## src/verilog/mfg_map.svh

```systemverilog
// Constants for the motor fault guard and torque command front end
`ifndef MFG_MAP_SVH
`define MFG_MAP_SVH
`define MFG_SPEED_MAX_RPS 12'h0960
`define MFG_TEMP_MIN_C 10'sh3CE
`define MFG_TEMP_MAX_C 10'sh1F4
`define MFG_PCT_MAX 7'h64
`define MFG_CUR_MAX_A 11'sh3E8
`define MFG_TRACE_DEPTH 9
`define MFG_FRAME_ID 11'h111
`define MFG_RIDE_MODE_DEF 2'h2
`define MFG_ACT_MODE_CAN 3'h1
`define MFG_FC_NONE 32'h0000_0000
`define MFG_FC_SPEED 32'h0000_0001
`define MFG_FC_TEMP 32'h0000_0002
`define MFG_FC_BOTH 32'h0000_0003
`define MFG_ASC_TIME_US 1000
`define MFG_CLK_MHZ 25
`define MFG_ASC_CYCLES ((`MFG_ASC_TIME_US) * (`MFG_CLK_MHZ))
`define MFG_ODO_MAX 32'h17D7_8400
`define MFG_KBPS_125 20'h0_007D
`define MFG_KBPS_500 20'h0_01F4
`define MFG_KBPS_1000 20'h0_03E8
`endif

```

## src/verilog/mfg_pkg.sv

```systemverilog
// Types shared by the motor fault guard files
package mfg_pkg;
  typedef enum logic [2:0] {
    MFG_SRC_NONE, MFG_SRC_AIN_ONE, MFG_SRC_AIN_TWO, MFG_SRC_PWM_DIN_TWO, MFG_SRC_CAN, MFG_SRC_USB
  } mfg_src_t;
  typedef enum logic [1:0] {MFG_BAUD_OFF, MFG_BAUD_125K, MFG_BAUD_500K, MFG_BAUD_1000K} mfg_baud_t;
  typedef struct packed {
    logic [10:0] id;
    logic [6:0] torque_pct;
    logic [1:0] ride_mode;
    logic state_req;
  } mfg_frame_t;
  typedef struct packed {
    logic signed [10:0] field_a;
    logic signed [10:0] active_a;
  } mfg_setpoint_t;
endpackage : mfg_pkg

```

## src/verilog/mfg_trace.sv

```systemverilog
// Nine-entry fault history with odometer stamps
`include "mfg_map.svh"
module mfg_trace #(
  parameter int DEPTH = `MFG_TRACE_DEPTH
) (
  input wire logic clk_sys,
  input wire logic rst_b,
  input wire logic push,
  input wire logic [31:0] code,
  input wire logic [31:0] odo,
  input wire logic [3:0] rd_idx,
  output logic [31:0] rd_code,
  output logic [31:0] rd_odo
);
  logic [31:0] code_r [DEPTH];
  logic [31:0] odo_r [DEPTH];

  // Shift register: entry 0 is the newest, survives fault clearing
  genvar g;
  generate
    for (g = 0; g < DEPTH; g++) begin : g_ent
      always_ff @(posedge clk_sys) begin
        if (!rst_b) begin
          code_r[g] <= `MFG_FC_NONE;
          odo_r[g] <= 32'h0000_0000;
        end else if (push) begin
          code_r[g] <= (g == 0) ? code : code_r[(g == 0) ? 0 : g - 1]; // [RULE6]
          odo_r[g] <= (g == 0) ? odo : odo_r[(g == 0) ? 0 : g - 1]; // [RULE7]
        end
      end
    end
  endgenerate

  // Registered read port; out-of-range index reads zero
  always_ff @(posedge clk_sys) begin
    if (!rst_b) begin
      rd_code <= `MFG_FC_NONE;
      rd_odo <= 32'h0000_0000;
    end else if (32'(rd_idx) < DEPTH) begin
      rd_code <= code_r[rd_idx]; // [RULE6]
      rd_odo <= odo_r[rd_idx]; // [RULE7]
    end else begin
      rd_code <= `MFG_FC_NONE;
      rd_odo <= 32'h0000_0000;
    end
  end
endmodule : mfg_trace

```

## src/verilog/mfg_guard.sv

```systemverilog
// Limit guard, active short circuit, fault trace and torque path
`include "mfg_map.svh"
// How it works
// RULE1: Limit breach forces active short circuit quickly
// RULE2: Power stage stays off until fault removed
// RULE3: Active fault reported as 32-bit code
// RULE4: Speed limit 0..2400 rps stops system
// RULE5: Temperature limit -50..500 C stops system
// RULE6: Nine newest fault codes kept, index 0..8
// RULE7: Odometer stamp stored beside each code
// RULE8: Torque: coordinate, then limit, then convert
// RULE9: Gear 0 forward, 1 reverse, USB only
// RULE10: Manual percent of max torque, USB only
// RULE11: Field and active setpoints within 1000 A
// RULE12: Source codes: none, analog one/two, PWM, CAN, USB
// RULE13: Activation mode 1 enables CAN state request
// RULE14: Baud select 1/2/3 = 125/500/1000 kbit/s
// RULE15: Command frame id 0x111, torque percent
// RULE16: Frame ride mode 0..3, normally 2
// RULE17: State request rising edge activates CAN control
// RULE18: Latched fault zeroes setpoints, ignores requests; a CAN state request still raises external_activation_request during a fault
module mfg_guard #(
  parameter int ASC_CYCLES = `MFG_ASC_CYCLES,
  parameter logic [11:0] SPEED_LIMIT_DEF = `MFG_SPEED_MAX_RPS,
  parameter logic signed [9:0] TEMP_LIMIT_DEF = `MFG_TEMP_MAX_C
) (
  input wire logic clk_sys,
  input wire logic rst_b,
  input wire logic [11:0] speed_limit_cfg,
  input wire logic signed [9:0] temp_limit_cfg,
  input wire logic [11:0] rotor_speed,
  input wire logic signed [9:0] motor_temp,
  input wire logic [31:0] odometer,
  input wire logic fault_clear,
  input wire logic [2:0] torque_source_cfg,
  input wire logic [2:0] gear_source_cfg,
  input wire logic [2:0] activation_source_cfg,
  input wire logic [1:0] baud_select_cfg,
  input wire logic [6:0] manual_torque_percent,
  input wire logic manual_gear_select,
  input wire logic [6:0] analog_input_one,
  input wire logic [6:0] analog_input_two,
  input wire logic [6:0] digital_input_two,
  input wire logic [6:0] ride_mode_cfg,
  input wire logic signed [10:0] max_torque_current,
  input wire logic frame_valid,
  input wire mfg_pkg::mfg_frame_t torque_command_frame,
  input wire logic [3:0] trace_index,
  output logic asc_active,
  output logic power_enable,
  output logic [31:0] active_fault_code,
  output logic [31:0] trace_code,
  output logic [31:0] trace_odometer,
  output logic [19:0] can_bit_rate_kbps,
  output logic external_activation_request,
  output logic [1:0] frame_ride_mode,
  output mfg_pkg::mfg_setpoint_t current_setpoint,
  output logic reverse_active
);
  localparam int ASC_W = $clog2(ASC_CYCLES + 1);

  logic [31:0] fault_r;
  logic [ASC_W-1:0] asc_cnt_r;
  logic [6:0] frame_pct_r;
  logic state_req_prev_r;
  logic [6:0] des_pct_r;
  logic des_rev_r;
  logic [6:0] lim_pct_r;
  logic lim_rev_r;
  logic over_speed;
  logic over_temp;
  logic [31:0] new_code;
  logic push;
  logic [11:0] spd_lim;
  logic signed [9:0] tmp_lim;
  logic [6:0] sel_pct;
  logic signed [18:0] prod;
  logic signed [10:0] iq_mag;

  // Clamp a percent to 0..100
  function automatic logic [6:0] mfg_clip_pct(input logic [6:0] v);
    return (v > `MFG_PCT_MAX) ? `MFG_PCT_MAX : v;
  endfunction : mfg_clip_pct

  // Pick the percent for a channel code; unknown codes give zero
  function automatic logic [6:0] mfg_pick(input logic [2:0] src, input logic [6:0] a1, input logic [6:0] a2,
      input logic [6:0] pw, input logic [6:0] cn, input logic [6:0] us);
    unique case (mfg_pkg::mfg_src_t'(src))
      mfg_pkg::MFG_SRC_AIN_ONE: return a1; // [RULE12]
      mfg_pkg::MFG_SRC_AIN_TWO: return a2;
      mfg_pkg::MFG_SRC_PWM_DIN_TWO: return pw;
      mfg_pkg::MFG_SRC_CAN: return cn;
      mfg_pkg::MFG_SRC_USB: return us;
      default: return 7'h00;
    endcase
  endfunction : mfg_pick

  // Out-of-range limits fall back to the top of the legal range
  assign spd_lim = (speed_limit_cfg > `MFG_SPEED_MAX_RPS) ? SPEED_LIMIT_DEF : speed_limit_cfg; // [RULE4]
  assign tmp_lim = (temp_limit_cfg > `MFG_TEMP_MAX_C || temp_limit_cfg < `MFG_TEMP_MIN_C) ?
      TEMP_LIMIT_DEF : temp_limit_cfg; // [RULE5]
  assign over_speed = rotor_speed > spd_lim; // [RULE4]
  assign over_temp = motor_temp > tmp_lim; // [RULE5]
  assign new_code = over_speed && over_temp ? `MFG_FC_BOTH :
      over_speed ? `MFG_FC_SPEED : over_temp ? `MFG_FC_TEMP : `MFG_FC_NONE;
  // Record only the first code of a new fault so the trace is not flooded
  assign push = (new_code != `MFG_FC_NONE) && (fault_r == `MFG_FC_NONE);

  // Fault latch; a live breach wins over a clear request
  always_ff @(posedge clk_sys) begin
    if (!rst_b) begin
      fault_r <= `MFG_FC_NONE;
    end else if (new_code != `MFG_FC_NONE) begin
      fault_r <= fault_r | new_code; // [RULE3]
    end else if (fault_clear) begin
      fault_r <= `MFG_FC_NONE; // [RULE2]
    end
  end

  // Short circuit asserts within ASC_CYCLES; here it rises with the latch, one cycle after the breach
  always_ff @(posedge clk_sys) begin
    if (!rst_b) begin
      asc_cnt_r <= '0;
      asc_active <= 1'b0;
      power_enable <= 1'b0;
      active_fault_code <= `MFG_FC_NONE;
    end else begin
      asc_active <= (fault_r != `MFG_FC_NONE) || push; // [RULE1]
      power_enable <= (fault_r == `MFG_FC_NONE) && !push && (asc_cnt_r == '0); // [RULE2]
      active_fault_code <= fault_r; // [RULE3]
      // Restart holdoff after a fault so the stage does not chatter
      if (fault_r != `MFG_FC_NONE) begin
        asc_cnt_r <= ASC_W'(ASC_CYCLES);
      end else if (asc_cnt_r != '0) begin
        asc_cnt_r <= asc_cnt_r - 1'b1;
      end
    end
  end

  mfg_trace #(
    .DEPTH(`MFG_TRACE_DEPTH)
  ) u_trace (
    .clk_sys(clk_sys),
    .rst_b(rst_b),
    .push(push),
    .code(new_code),
    .odo((odometer > `MFG_ODO_MAX) ? `MFG_ODO_MAX : odometer),
    .rd_idx(trace_index),
    .rd_code(trace_code),
    .rd_odo(trace_odometer)
  );

  // Command frame intake; other identifiers are ignored
  always_ff @(posedge clk_sys) begin
    if (!rst_b) begin
      frame_pct_r <= 7'h00;
      frame_ride_mode <= `MFG_RIDE_MODE_DEF;
      state_req_prev_r <= 1'b0;
      external_activation_request <= 1'b0;
    end else if (frame_valid && torque_command_frame.id == `MFG_FRAME_ID) begin // [RULE15]
      frame_pct_r <= mfg_clip_pct(torque_command_frame.torque_pct); // [RULE15]
      frame_ride_mode <= torque_command_frame.ride_mode; // [RULE16]
      state_req_prev_r <= torque_command_frame.state_req;
      if (torque_command_frame.state_req && !state_req_prev_r &&
          activation_source_cfg == `MFG_ACT_MODE_CAN) begin
        external_activation_request <= 1'b1; // [RULE17] [RULE13]
      end else if (!torque_command_frame.state_req) begin
        external_activation_request <= 1'b0;
      end
    end else if (activation_source_cfg != `MFG_ACT_MODE_CAN) begin
      external_activation_request <= 1'b0; // [RULE13]
    end
  end

  // Bit rate decode, zero for an unused select
  always_ff @(posedge clk_sys) begin
    if (!rst_b) begin
      can_bit_rate_kbps <= 20'h0_0000;
    end else begin
      unique case (mfg_pkg::mfg_baud_t'(baud_select_cfg))
        mfg_pkg::MFG_BAUD_125K: can_bit_rate_kbps <= `MFG_KBPS_125; // [RULE14]
        mfg_pkg::MFG_BAUD_500K: can_bit_rate_kbps <= `MFG_KBPS_500; // [RULE14]
        mfg_pkg::MFG_BAUD_1000K: can_bit_rate_kbps <= `MFG_KBPS_1000; // [RULE14]
        mfg_pkg::MFG_BAUD_OFF: can_bit_rate_kbps <= 20'h0_0000;
      endcase
    end
  end

  // CAN source needs activation; USB uses the manual percent
  assign sel_pct = mfg_pick(torque_source_cfg, analog_input_one, analog_input_two, digital_input_two,
      external_activation_request ? frame_pct_r : 7'h00, manual_torque_percent); // [RULE10] [RULE12]

  // Stage one: coordinate demand and direction
  always_ff @(posedge clk_sys) begin
    if (!rst_b) begin
      des_pct_r <= 7'h00;
      des_rev_r <= 1'b0;
    end else begin
      des_pct_r <= (fault_r != `MFG_FC_NONE) ? 7'h00 : mfg_clip_pct(sel_pct); // [RULE8] [RULE18]
      // Other channels are not modelled, so any source but USB means forward
      if (gear_source_cfg == 3'(mfg_pkg::MFG_SRC_USB)) begin
        des_rev_r <= manual_gear_select; // [RULE9]
      end else begin
        des_rev_r <= 1'b0; // [RULE9]
      end
    end
  end

  // Stage two: limit; ride mode config caps the demand
  always_ff @(posedge clk_sys) begin
    if (!rst_b) begin
      lim_pct_r <= 7'h00;
      lim_rev_r <= 1'b0;
    end else begin
      lim_pct_r <= (fault_r != `MFG_FC_NONE) ? 7'h00 :
          (des_pct_r > mfg_clip_pct(ride_mode_cfg) ? mfg_clip_pct(ride_mode_cfg) : des_pct_r); // [RULE8]
      lim_rev_r <= des_rev_r;
    end
  end

  // Stage three: percent of allowed max current, clamped to 1000 A
  assign prod = 19'(max_torque_current < 0 ? 11'sh000 :
      (max_torque_current > `MFG_CUR_MAX_A ? `MFG_CUR_MAX_A : max_torque_current)) * $signed({1'b0, lim_pct_r});
  assign iq_mag = 11'(prod / $signed(19'(`MFG_PCT_MAX)));

  always_ff @(posedge clk_sys) begin
    if (!rst_b) begin
      current_setpoint <= '0;
      reverse_active <= 1'b0;
    end else if (fault_r != `MFG_FC_NONE) begin
      current_setpoint <= '0; // [RULE18]
      reverse_active <= lim_rev_r;
    end else begin
      current_setpoint.field_a <= 11'sh000; // [RULE11]
      current_setpoint.active_a <= lim_rev_r ? -iq_mag : iq_mag; // [RULE8] [RULE11]
      reverse_active <= lim_rev_r;
    end
  end
endmodule : mfg_guard

```

## config.mk

```make
export PLATFORM = sky130hd
export DESIGN_NAME = mfg_guard
export DESIGN_NICKNAME = d
export VERILOG_FILES = /design/src/verilog/mfg_pkg.sv /design/src/verilog/mfg_trace.sv /design/src/verilog/mfg_guard.sv
export VERILOG_INCLUDE_DIRS = /design/src /design/src/verilog
export SDC_FILE = /design/constraint.sdc
export NUM_CORES = 1
export LEC_CHECK = 0
export ABC_AREA = 1
export BUFFER_PORTS_ARGS = -buffer_cell sky130_fd_sc_hd__buf_4
export CORE_MARGIN = 5
export CORE_UTILIZATION = 50
export DETAILED_ROUTE_END_ITERATION = 6
export MAX_ROUTING_LAYER = met4
export PLACE_DENSITY = 0.71
export SLEW_MARGIN = 25
export SYNTH_ARGS = -nofsm -noshare
export SYNTH_HDL_FRONTEND = slang
export SYNTH_SLANG_ARGS = --single-unit
```

## constraint.sdc

```tcl
create_clock -name clk_sys -period 18.4 [get_ports clk_sys]
set_input_delay 2.76 -clock clk_sys [delete_from_list [all_inputs] [get_ports clk_sys]]
set_output_delay 2.76 -clock clk_sys [all_outputs]
set_load 0.02 [all_outputs]
```

Word-level counts from Yosys, hierarchy flattened. Memory sizes are Yosys's and may differ from the RTL's. A register that Yosys moved wholly into a read port is not among the register bits. Cells that the tools add are included.

Magnitude comparators: 13. Reduce and logical (&&, ||, !) cells: 27. Eq/ne operators: 13. Bitwise operators: 20. Multiply operators: 1. Shift operators: 0. Multiplexer cells: 46. Add/subtract/negate cells: 2. Div/mod/pow operators: 1.

Operators with widths (number): $mux W32 (21); $pmux W20 S4 (1); $reduce_bool A32 Y1 (2); $mux W19 (2); $mux W7 (5); $pmux W7 S5 (1); $gt A32 B29 Y1 const B (1); $logic_not A32 Y1 (1); $or A32 B2 Y32 (1); $mux W15 (2); $gt A7 B7 Y1 const B (3); $div A19 B8 Y19 const B (1); $mul A19 B8 Y19 (1); $or A1 B1 Y1 (18); $logic_not A15 Y1 (1); $reduce_bool A15 Y1 (1); $sub A15 B1 Y15 const B (1); $gt A12 B12 Y1 (1); $gt A12 B12 Y1 const B (1); $mux W12 (1); $eq A11 B9 Y1 const B (1); $gt A11 B11 Y1 const B (1); $lt A11 B1 Y1 const B (1); $mux W11 (1); 25 further kinds (53).

Flip-flop bits (word level): 151. Bits in read-only memories: 0. Latch bits: 0. Word-level logic and storage cells: 144. Memory bits (writable): 576. Output and inout bits: 144. Memories kept: 2.

Memory list: u_trace.code_r (depth 9, width 32, rd ports 9, clocked after Yosys merged registers in 1, write ports 9, RTL line mfg_trace.sv:15) `logic [31:0] code_r [DEPTH];`; u_trace.odo_r (depth 9, width 32, rd ports 9, clocked after Yosys merged registers in 1, write ports 9, RTL line mfg_trace.sv:16) `logic [31:0] odo_r [DEPTH];`.

Depth between registers and ports, before layout.
Depth in word-level cells: 13. Mapped depth: 104. Gate-level depth less buffers: 104.

Modules after synthesis. A second synthesis with hierarchy kept.

Cells, all modules: 4793. Area total of the unflattened synthesis: 39016.2 um^2.

By module, submodules not included: mfg_trace (area an instance 29104.2 um^2, seq. area each 18577.8 um^2, instances 1, cells each 3201); mfg_guard (area an instance 9912.0 um^2, seq. area each 1321.3 um^2, instances 1, cells each 1592).

Worst setup path after synthesis. Ideal clock, no wire load.

Path kind: input-to-reg. Start point: input port max_torque_current[10]. End point: register current_setpoint[10] (netlist bit). Arrival time: 13.040 ns. Path buffers: 1. Stages on the path: 83. Data required time: 18.285 ns. Path slack: 5.245 ns. Setup time: 0.115 ns. Cells stage by stage: inv_2 -> nand2_4 -> nor2_4 -> nand2_2 -> inv_1 -> o21ai_1 -> or2_2 -> fa_1 -> fa_1 -> inv_1 -> fa_1 -> inv_1 -> fa_1 -> inv_1 -> ha_1 -> nand2_1 -> nand2_1 -> a21oi_2 -> [... 47 more ...] -> nand2_4 -> nand2_2 -> nand4_2 -> nand2_2 -> nand2_2 -> nand2_1 -> nand3_1 -> a21oi_2 -> ha_1 -> o21ai_1 -> ha_1 -> inv_1 -> nor2_1 -> nand3_1 -> nor2_2 -> nand3_1 -> a21oi_1 -> nor2_1.

Word-level cells in the longest chain between the ends: 7.

RTL lines: start: declaration (RTL line mfg_guard.sv:45) `input wire logic signed [10:0] max_torque_current,`; $gt A11 B11 Y1 (no source line); $mux W19 (RTL line mfg_guard.sv:223) `` (max_torque_current > `MFG_CUR_MAX_A ? `MFG_CUR_MAX_A : max_torque_current)) * $signed({1'b0, lim_pct_r}); ``; $mux W19 (*) (RTL line mfg_guard.sv:222) `assign prod = 19'(max_torque_current < 0 ? 11'sh000 :`; $mul A19 B8 Y19 (*) (RTL line mfg_guard.sv:222); $div A19 B8 Y19 (*) (RTL line mfg_guard.sv:224) `` assign iq_mag = 11'(prod / $signed(19'(`MFG_PCT_MAX))); ``; $neg A11 Y11 (RTL line mfg_guard.sv:235) `current_setpoint.active_a <= lim_rev_r ? -iq_mag : iq_mag;`; $mux W11 (*) (RTL line mfg_guard.sv:235); end: declaration (RTL line mfg_guard.sv:57) `output mfg_pkg::mfg_setpoint_t current_setpoint,`.

Mark *: on every way between the ends. The rest lies on a longest branch, timed or not. A chain may end at the register's enable or synchronous reset.

Worst setup path after layout.
Start point: input port max_torque_current[10]. End point: register current_setpoint[8] (netlist bit).

Same word-level chain as after synthesis.

==> impl_metrics.py <==
metrics = {
    "sta": {
        "finalCritPeriodShare_pct": 79.8,
        "fin_worst_skew_ns": 0.0267,
        "period_needed_ns": 14.69,
        "tightest_slew_ns": 1.03,
        "drv_slew": 0,
        "setup_viol": 0,
        "rsz0062_at_grt": "false",
        "hold_viol_final": 0,
        "relSlewSlack_pct": 31.2,
        "fin_setup_tns_ns": 0,
        "fmax_mhz": 68.1,
        "whs_ns": 0.434,
    },
    "clocking": {
        "clk_latency_ns": 0.59,
        "cts_tree": "done",
        "cts_resized": 0,
        "cts_setup_buffers": 0,
        "clock-sinks": 406,
        "clk_pin_slew_ns": 0.06,
        "cts_buffers": 45,
        "root_buffer": "clkbuf_16",
        "ctsHoldBuffers": 0,
        "cts_buffer_depth": 3,
        "h-tree-depth": 2,
    },
    "setup_path": {
        "cp-start-kind": "input pin",
        "crit_path_max_incr_delay_ns": 0.54,
        "crit_family": "simple AND/OR/NAND/NOR gates",
        "reg2reg_from": "lim_pct_r[4]",
        "critPathSlowestCell": "nand2_1",
        "critPathKind": "in2reg",
        "worstPathRequired_ns": 18.87,
        "cpMostUsedCell": "nand2_1",
        "crit_path_end_kind": "flop",
        "cp_max_fo": 29,
        "worst-path-buf-inv": 9,
        "arrival_ns": 15.16,
        "crit_start": "max_torque_current[10]",
    },
    "pwr": {
        "powerDensity_nw_per_um2": 93.1,
        "ir_drop_mv": 0.0660,
        "p_leak_uw": 0.0130,
    },
    "cells_and_area": {
        "final_area_um2": 28000,
        "final_layout_size_suffix_gt1_share_pct": 13.4,
        "fin_nets": 3489,
        "syn_to_final_growth_pct": 13.9,
        "nFillCells": 4422,
        "multi_input_area_um2": 10600,
        "fin_util_pct": 57.4,
        "seq_area_um2": 11200,
    },
    "yosys": {
        "yosys.area_share.adder_pct": 7.42,
        "synth_mux_area_share_pct": 0,
        "synthSimpleGateAreaFrac_pct": 21.6,
        "synth_xor_area_share_pct": 0.874,
        "ys_seq_elements": 406,
        "synth_cells": 3029,
        "yosysMostFrequentCell": "inv_1",
        "yosysUniqueCellTypes": 60,
        "synth_compound_area_share_pct": 11.8,
        "synth_top_area_share_pct": 37.3,
        "synth_top_cells_by_count": "inv_1, nor2_1, nand2_1",
        "synth_top_family_by_area": "simple AND/OR/NAND/NOR gates",
        "synth_edf_count": 306,
        "synth-main-ff-cell": "edfxtp_1",
        "yosysTopAreaCell": "edfxtp_1",
        "synthArstFlopShare_pct": 0,
        "yosys_warnings": 0,
        "syn_avg_cell_area_um2": 8.13,
        "yosysSeqAreaShare_pct": 45.4,
        "synth_area_um2": 24600,
        "synth_area_leaders": "edfxtp_1, dfxtp_1, inv_1, nor2_1, nand2_1",
    },
    "floorplan": {
        "initial_core_util_pct": 50.4,
        "core_area_um2": 48800,
        "die_w_um": 232,
        "io_pins": 307,
        "die_h_um": 232,
        "die_area_um2": 53800,
        "rows": 81,
    },
    "detailed_routing": {
        "wire_per_inst_um": 15.7,
        "vias_per_cell": 5.12,
        "dr.first_iter.drc_count": 1675,
        "drcViolationCount": 0,
        "first_pass_iters": 7,
        "routed_wl_um": 61400,
        "drtAntennaViolNets": 0,
        "num_vias": 20000,
    },
    "global_route": {
        "grt-ovfl-total": 0,
        "grt_pass1_vias": 19200,
        "grt_max_degree": 179,
        "grt_usage_pct": 22.9,
        "grt_pass1_wl_um": 99000,
        "antenna_found_initial": 2,
    },
    "placement": {
        "hpwl_um": 44500,
        "dpl_cell_area_um2": 26500,
        "place.gp.congestion": 0.968,
        "io_buffers": 224,
    },
    "outcome": {
        "status": "finished, final reports clean",
    },
    "worst_hold_path": {
        "hold_path_class": "reg2reg",
        "min-delay-start": "des_rev_r",
    },
    "flow_run": {
        "maxCapViolCount": 0,
    },
}
worst register-to-register path, delay by kind of cell (launching register included):
family / cells / cell delay (ns)
compound gates: 5 / 1.03
fa+ha+maj: 7 / 2.88
buf+inv: 7 / 0.59
flops: 1 / 0.34
simple gates: 61 / 7.39
cell families (layout without fill, tap and decap cells):
family	after synthesis	in the layout
AO/OA/AOI/OAI	537	537
buffers and inverters	756	882
flip-flops	406	406
other	1	88
AND/OR/NAND/NOR	1185	1185
adder cells (fa/ha/maj)	122	122
XOR/XNOR	22	22
layout make-up:
type / count / share of cell area [%]
flip-flops and latches: 406 / 39.9
multi-input cells: 1951 / 37.8
inverters: 565 / 7.59
repair buffers: 235 / 6.37
clock buffers: 56 / 4.38
well taps: 664 / 2.96
clock inverters: 26 / 1.01
diodes: 3 / 0.0268
flip-flops by register name (all words and copies together), names as in the netlist, 2 cells and up:
register / count
u_trace.odo_r: 288
frame_ride_mode: 2
des_pct_r: 7
fault_r: 2
u_trace.rd_odo: 32
can_bit_rate_kbps: 6
active_fault_code: 2
u_trace.rd_code: 2
current_setpoint: 11
lim_pct_r: 7
frame_pct_r: 7
asc_cnt_r: 15
u_trace.code_r: 18
metal layers:
metal,vias to the layer above,track usage [%],part of all wire [%]
met5,-,-,0
met4,0,5.71,2.2
met3,87,4.52,7.4
met2,669,34.9,45
met1,9242,31.8,45
li1,10000,-,-
power breakdown:
group	leakage, uW	switching (uW)	internal (uW)
clock network	0.000741	385	523
registers	0.00415	43.1	1120
logic	0.00811	373	169
total	0.0130	801	1810
placed cells by master (no fill, tap or decap), types with 18 or more instances in the layout:
cell	instances
a21oi_1	232
a31oi_1	24
buf_4	231
clkbuf_16	45
clkinv_1	18
conb_1	85
dfxtp_1	100
edfxtp_1	306
fa_1	40
ha_1	82
inv_1	529
inv_2	22
nand2_1	381
nand2_2	33
nand2_4	22
nand3_1	140
nand4_1	38
nor2_1	483
nor3_1	22
o211ai_1	18
o21ai_0	210
metrics by stage:
step,setup WS (ns),power (uW),std cells
2_1_floorplan,5.25,1600,3113
3_3_place_gp,3.84,1700,3821
3_5_place_dp,3.26,1720,3821
4_1_cts,3.83,2630,3903
5_1_grt,2.39,2750,3905
6_report,3.71,2610,3906
worst paths after layout:
kind	end	cells past startpoint	slack (ns)
min reg2reg	lim_rev_r	2	0.43
max reg2reg	current_setpoint[8]	80	6.03
min	lim_rev_r	2	0.43
max	current_setpoint[8]	86	3.71
(Power assumes the default switching activity.)
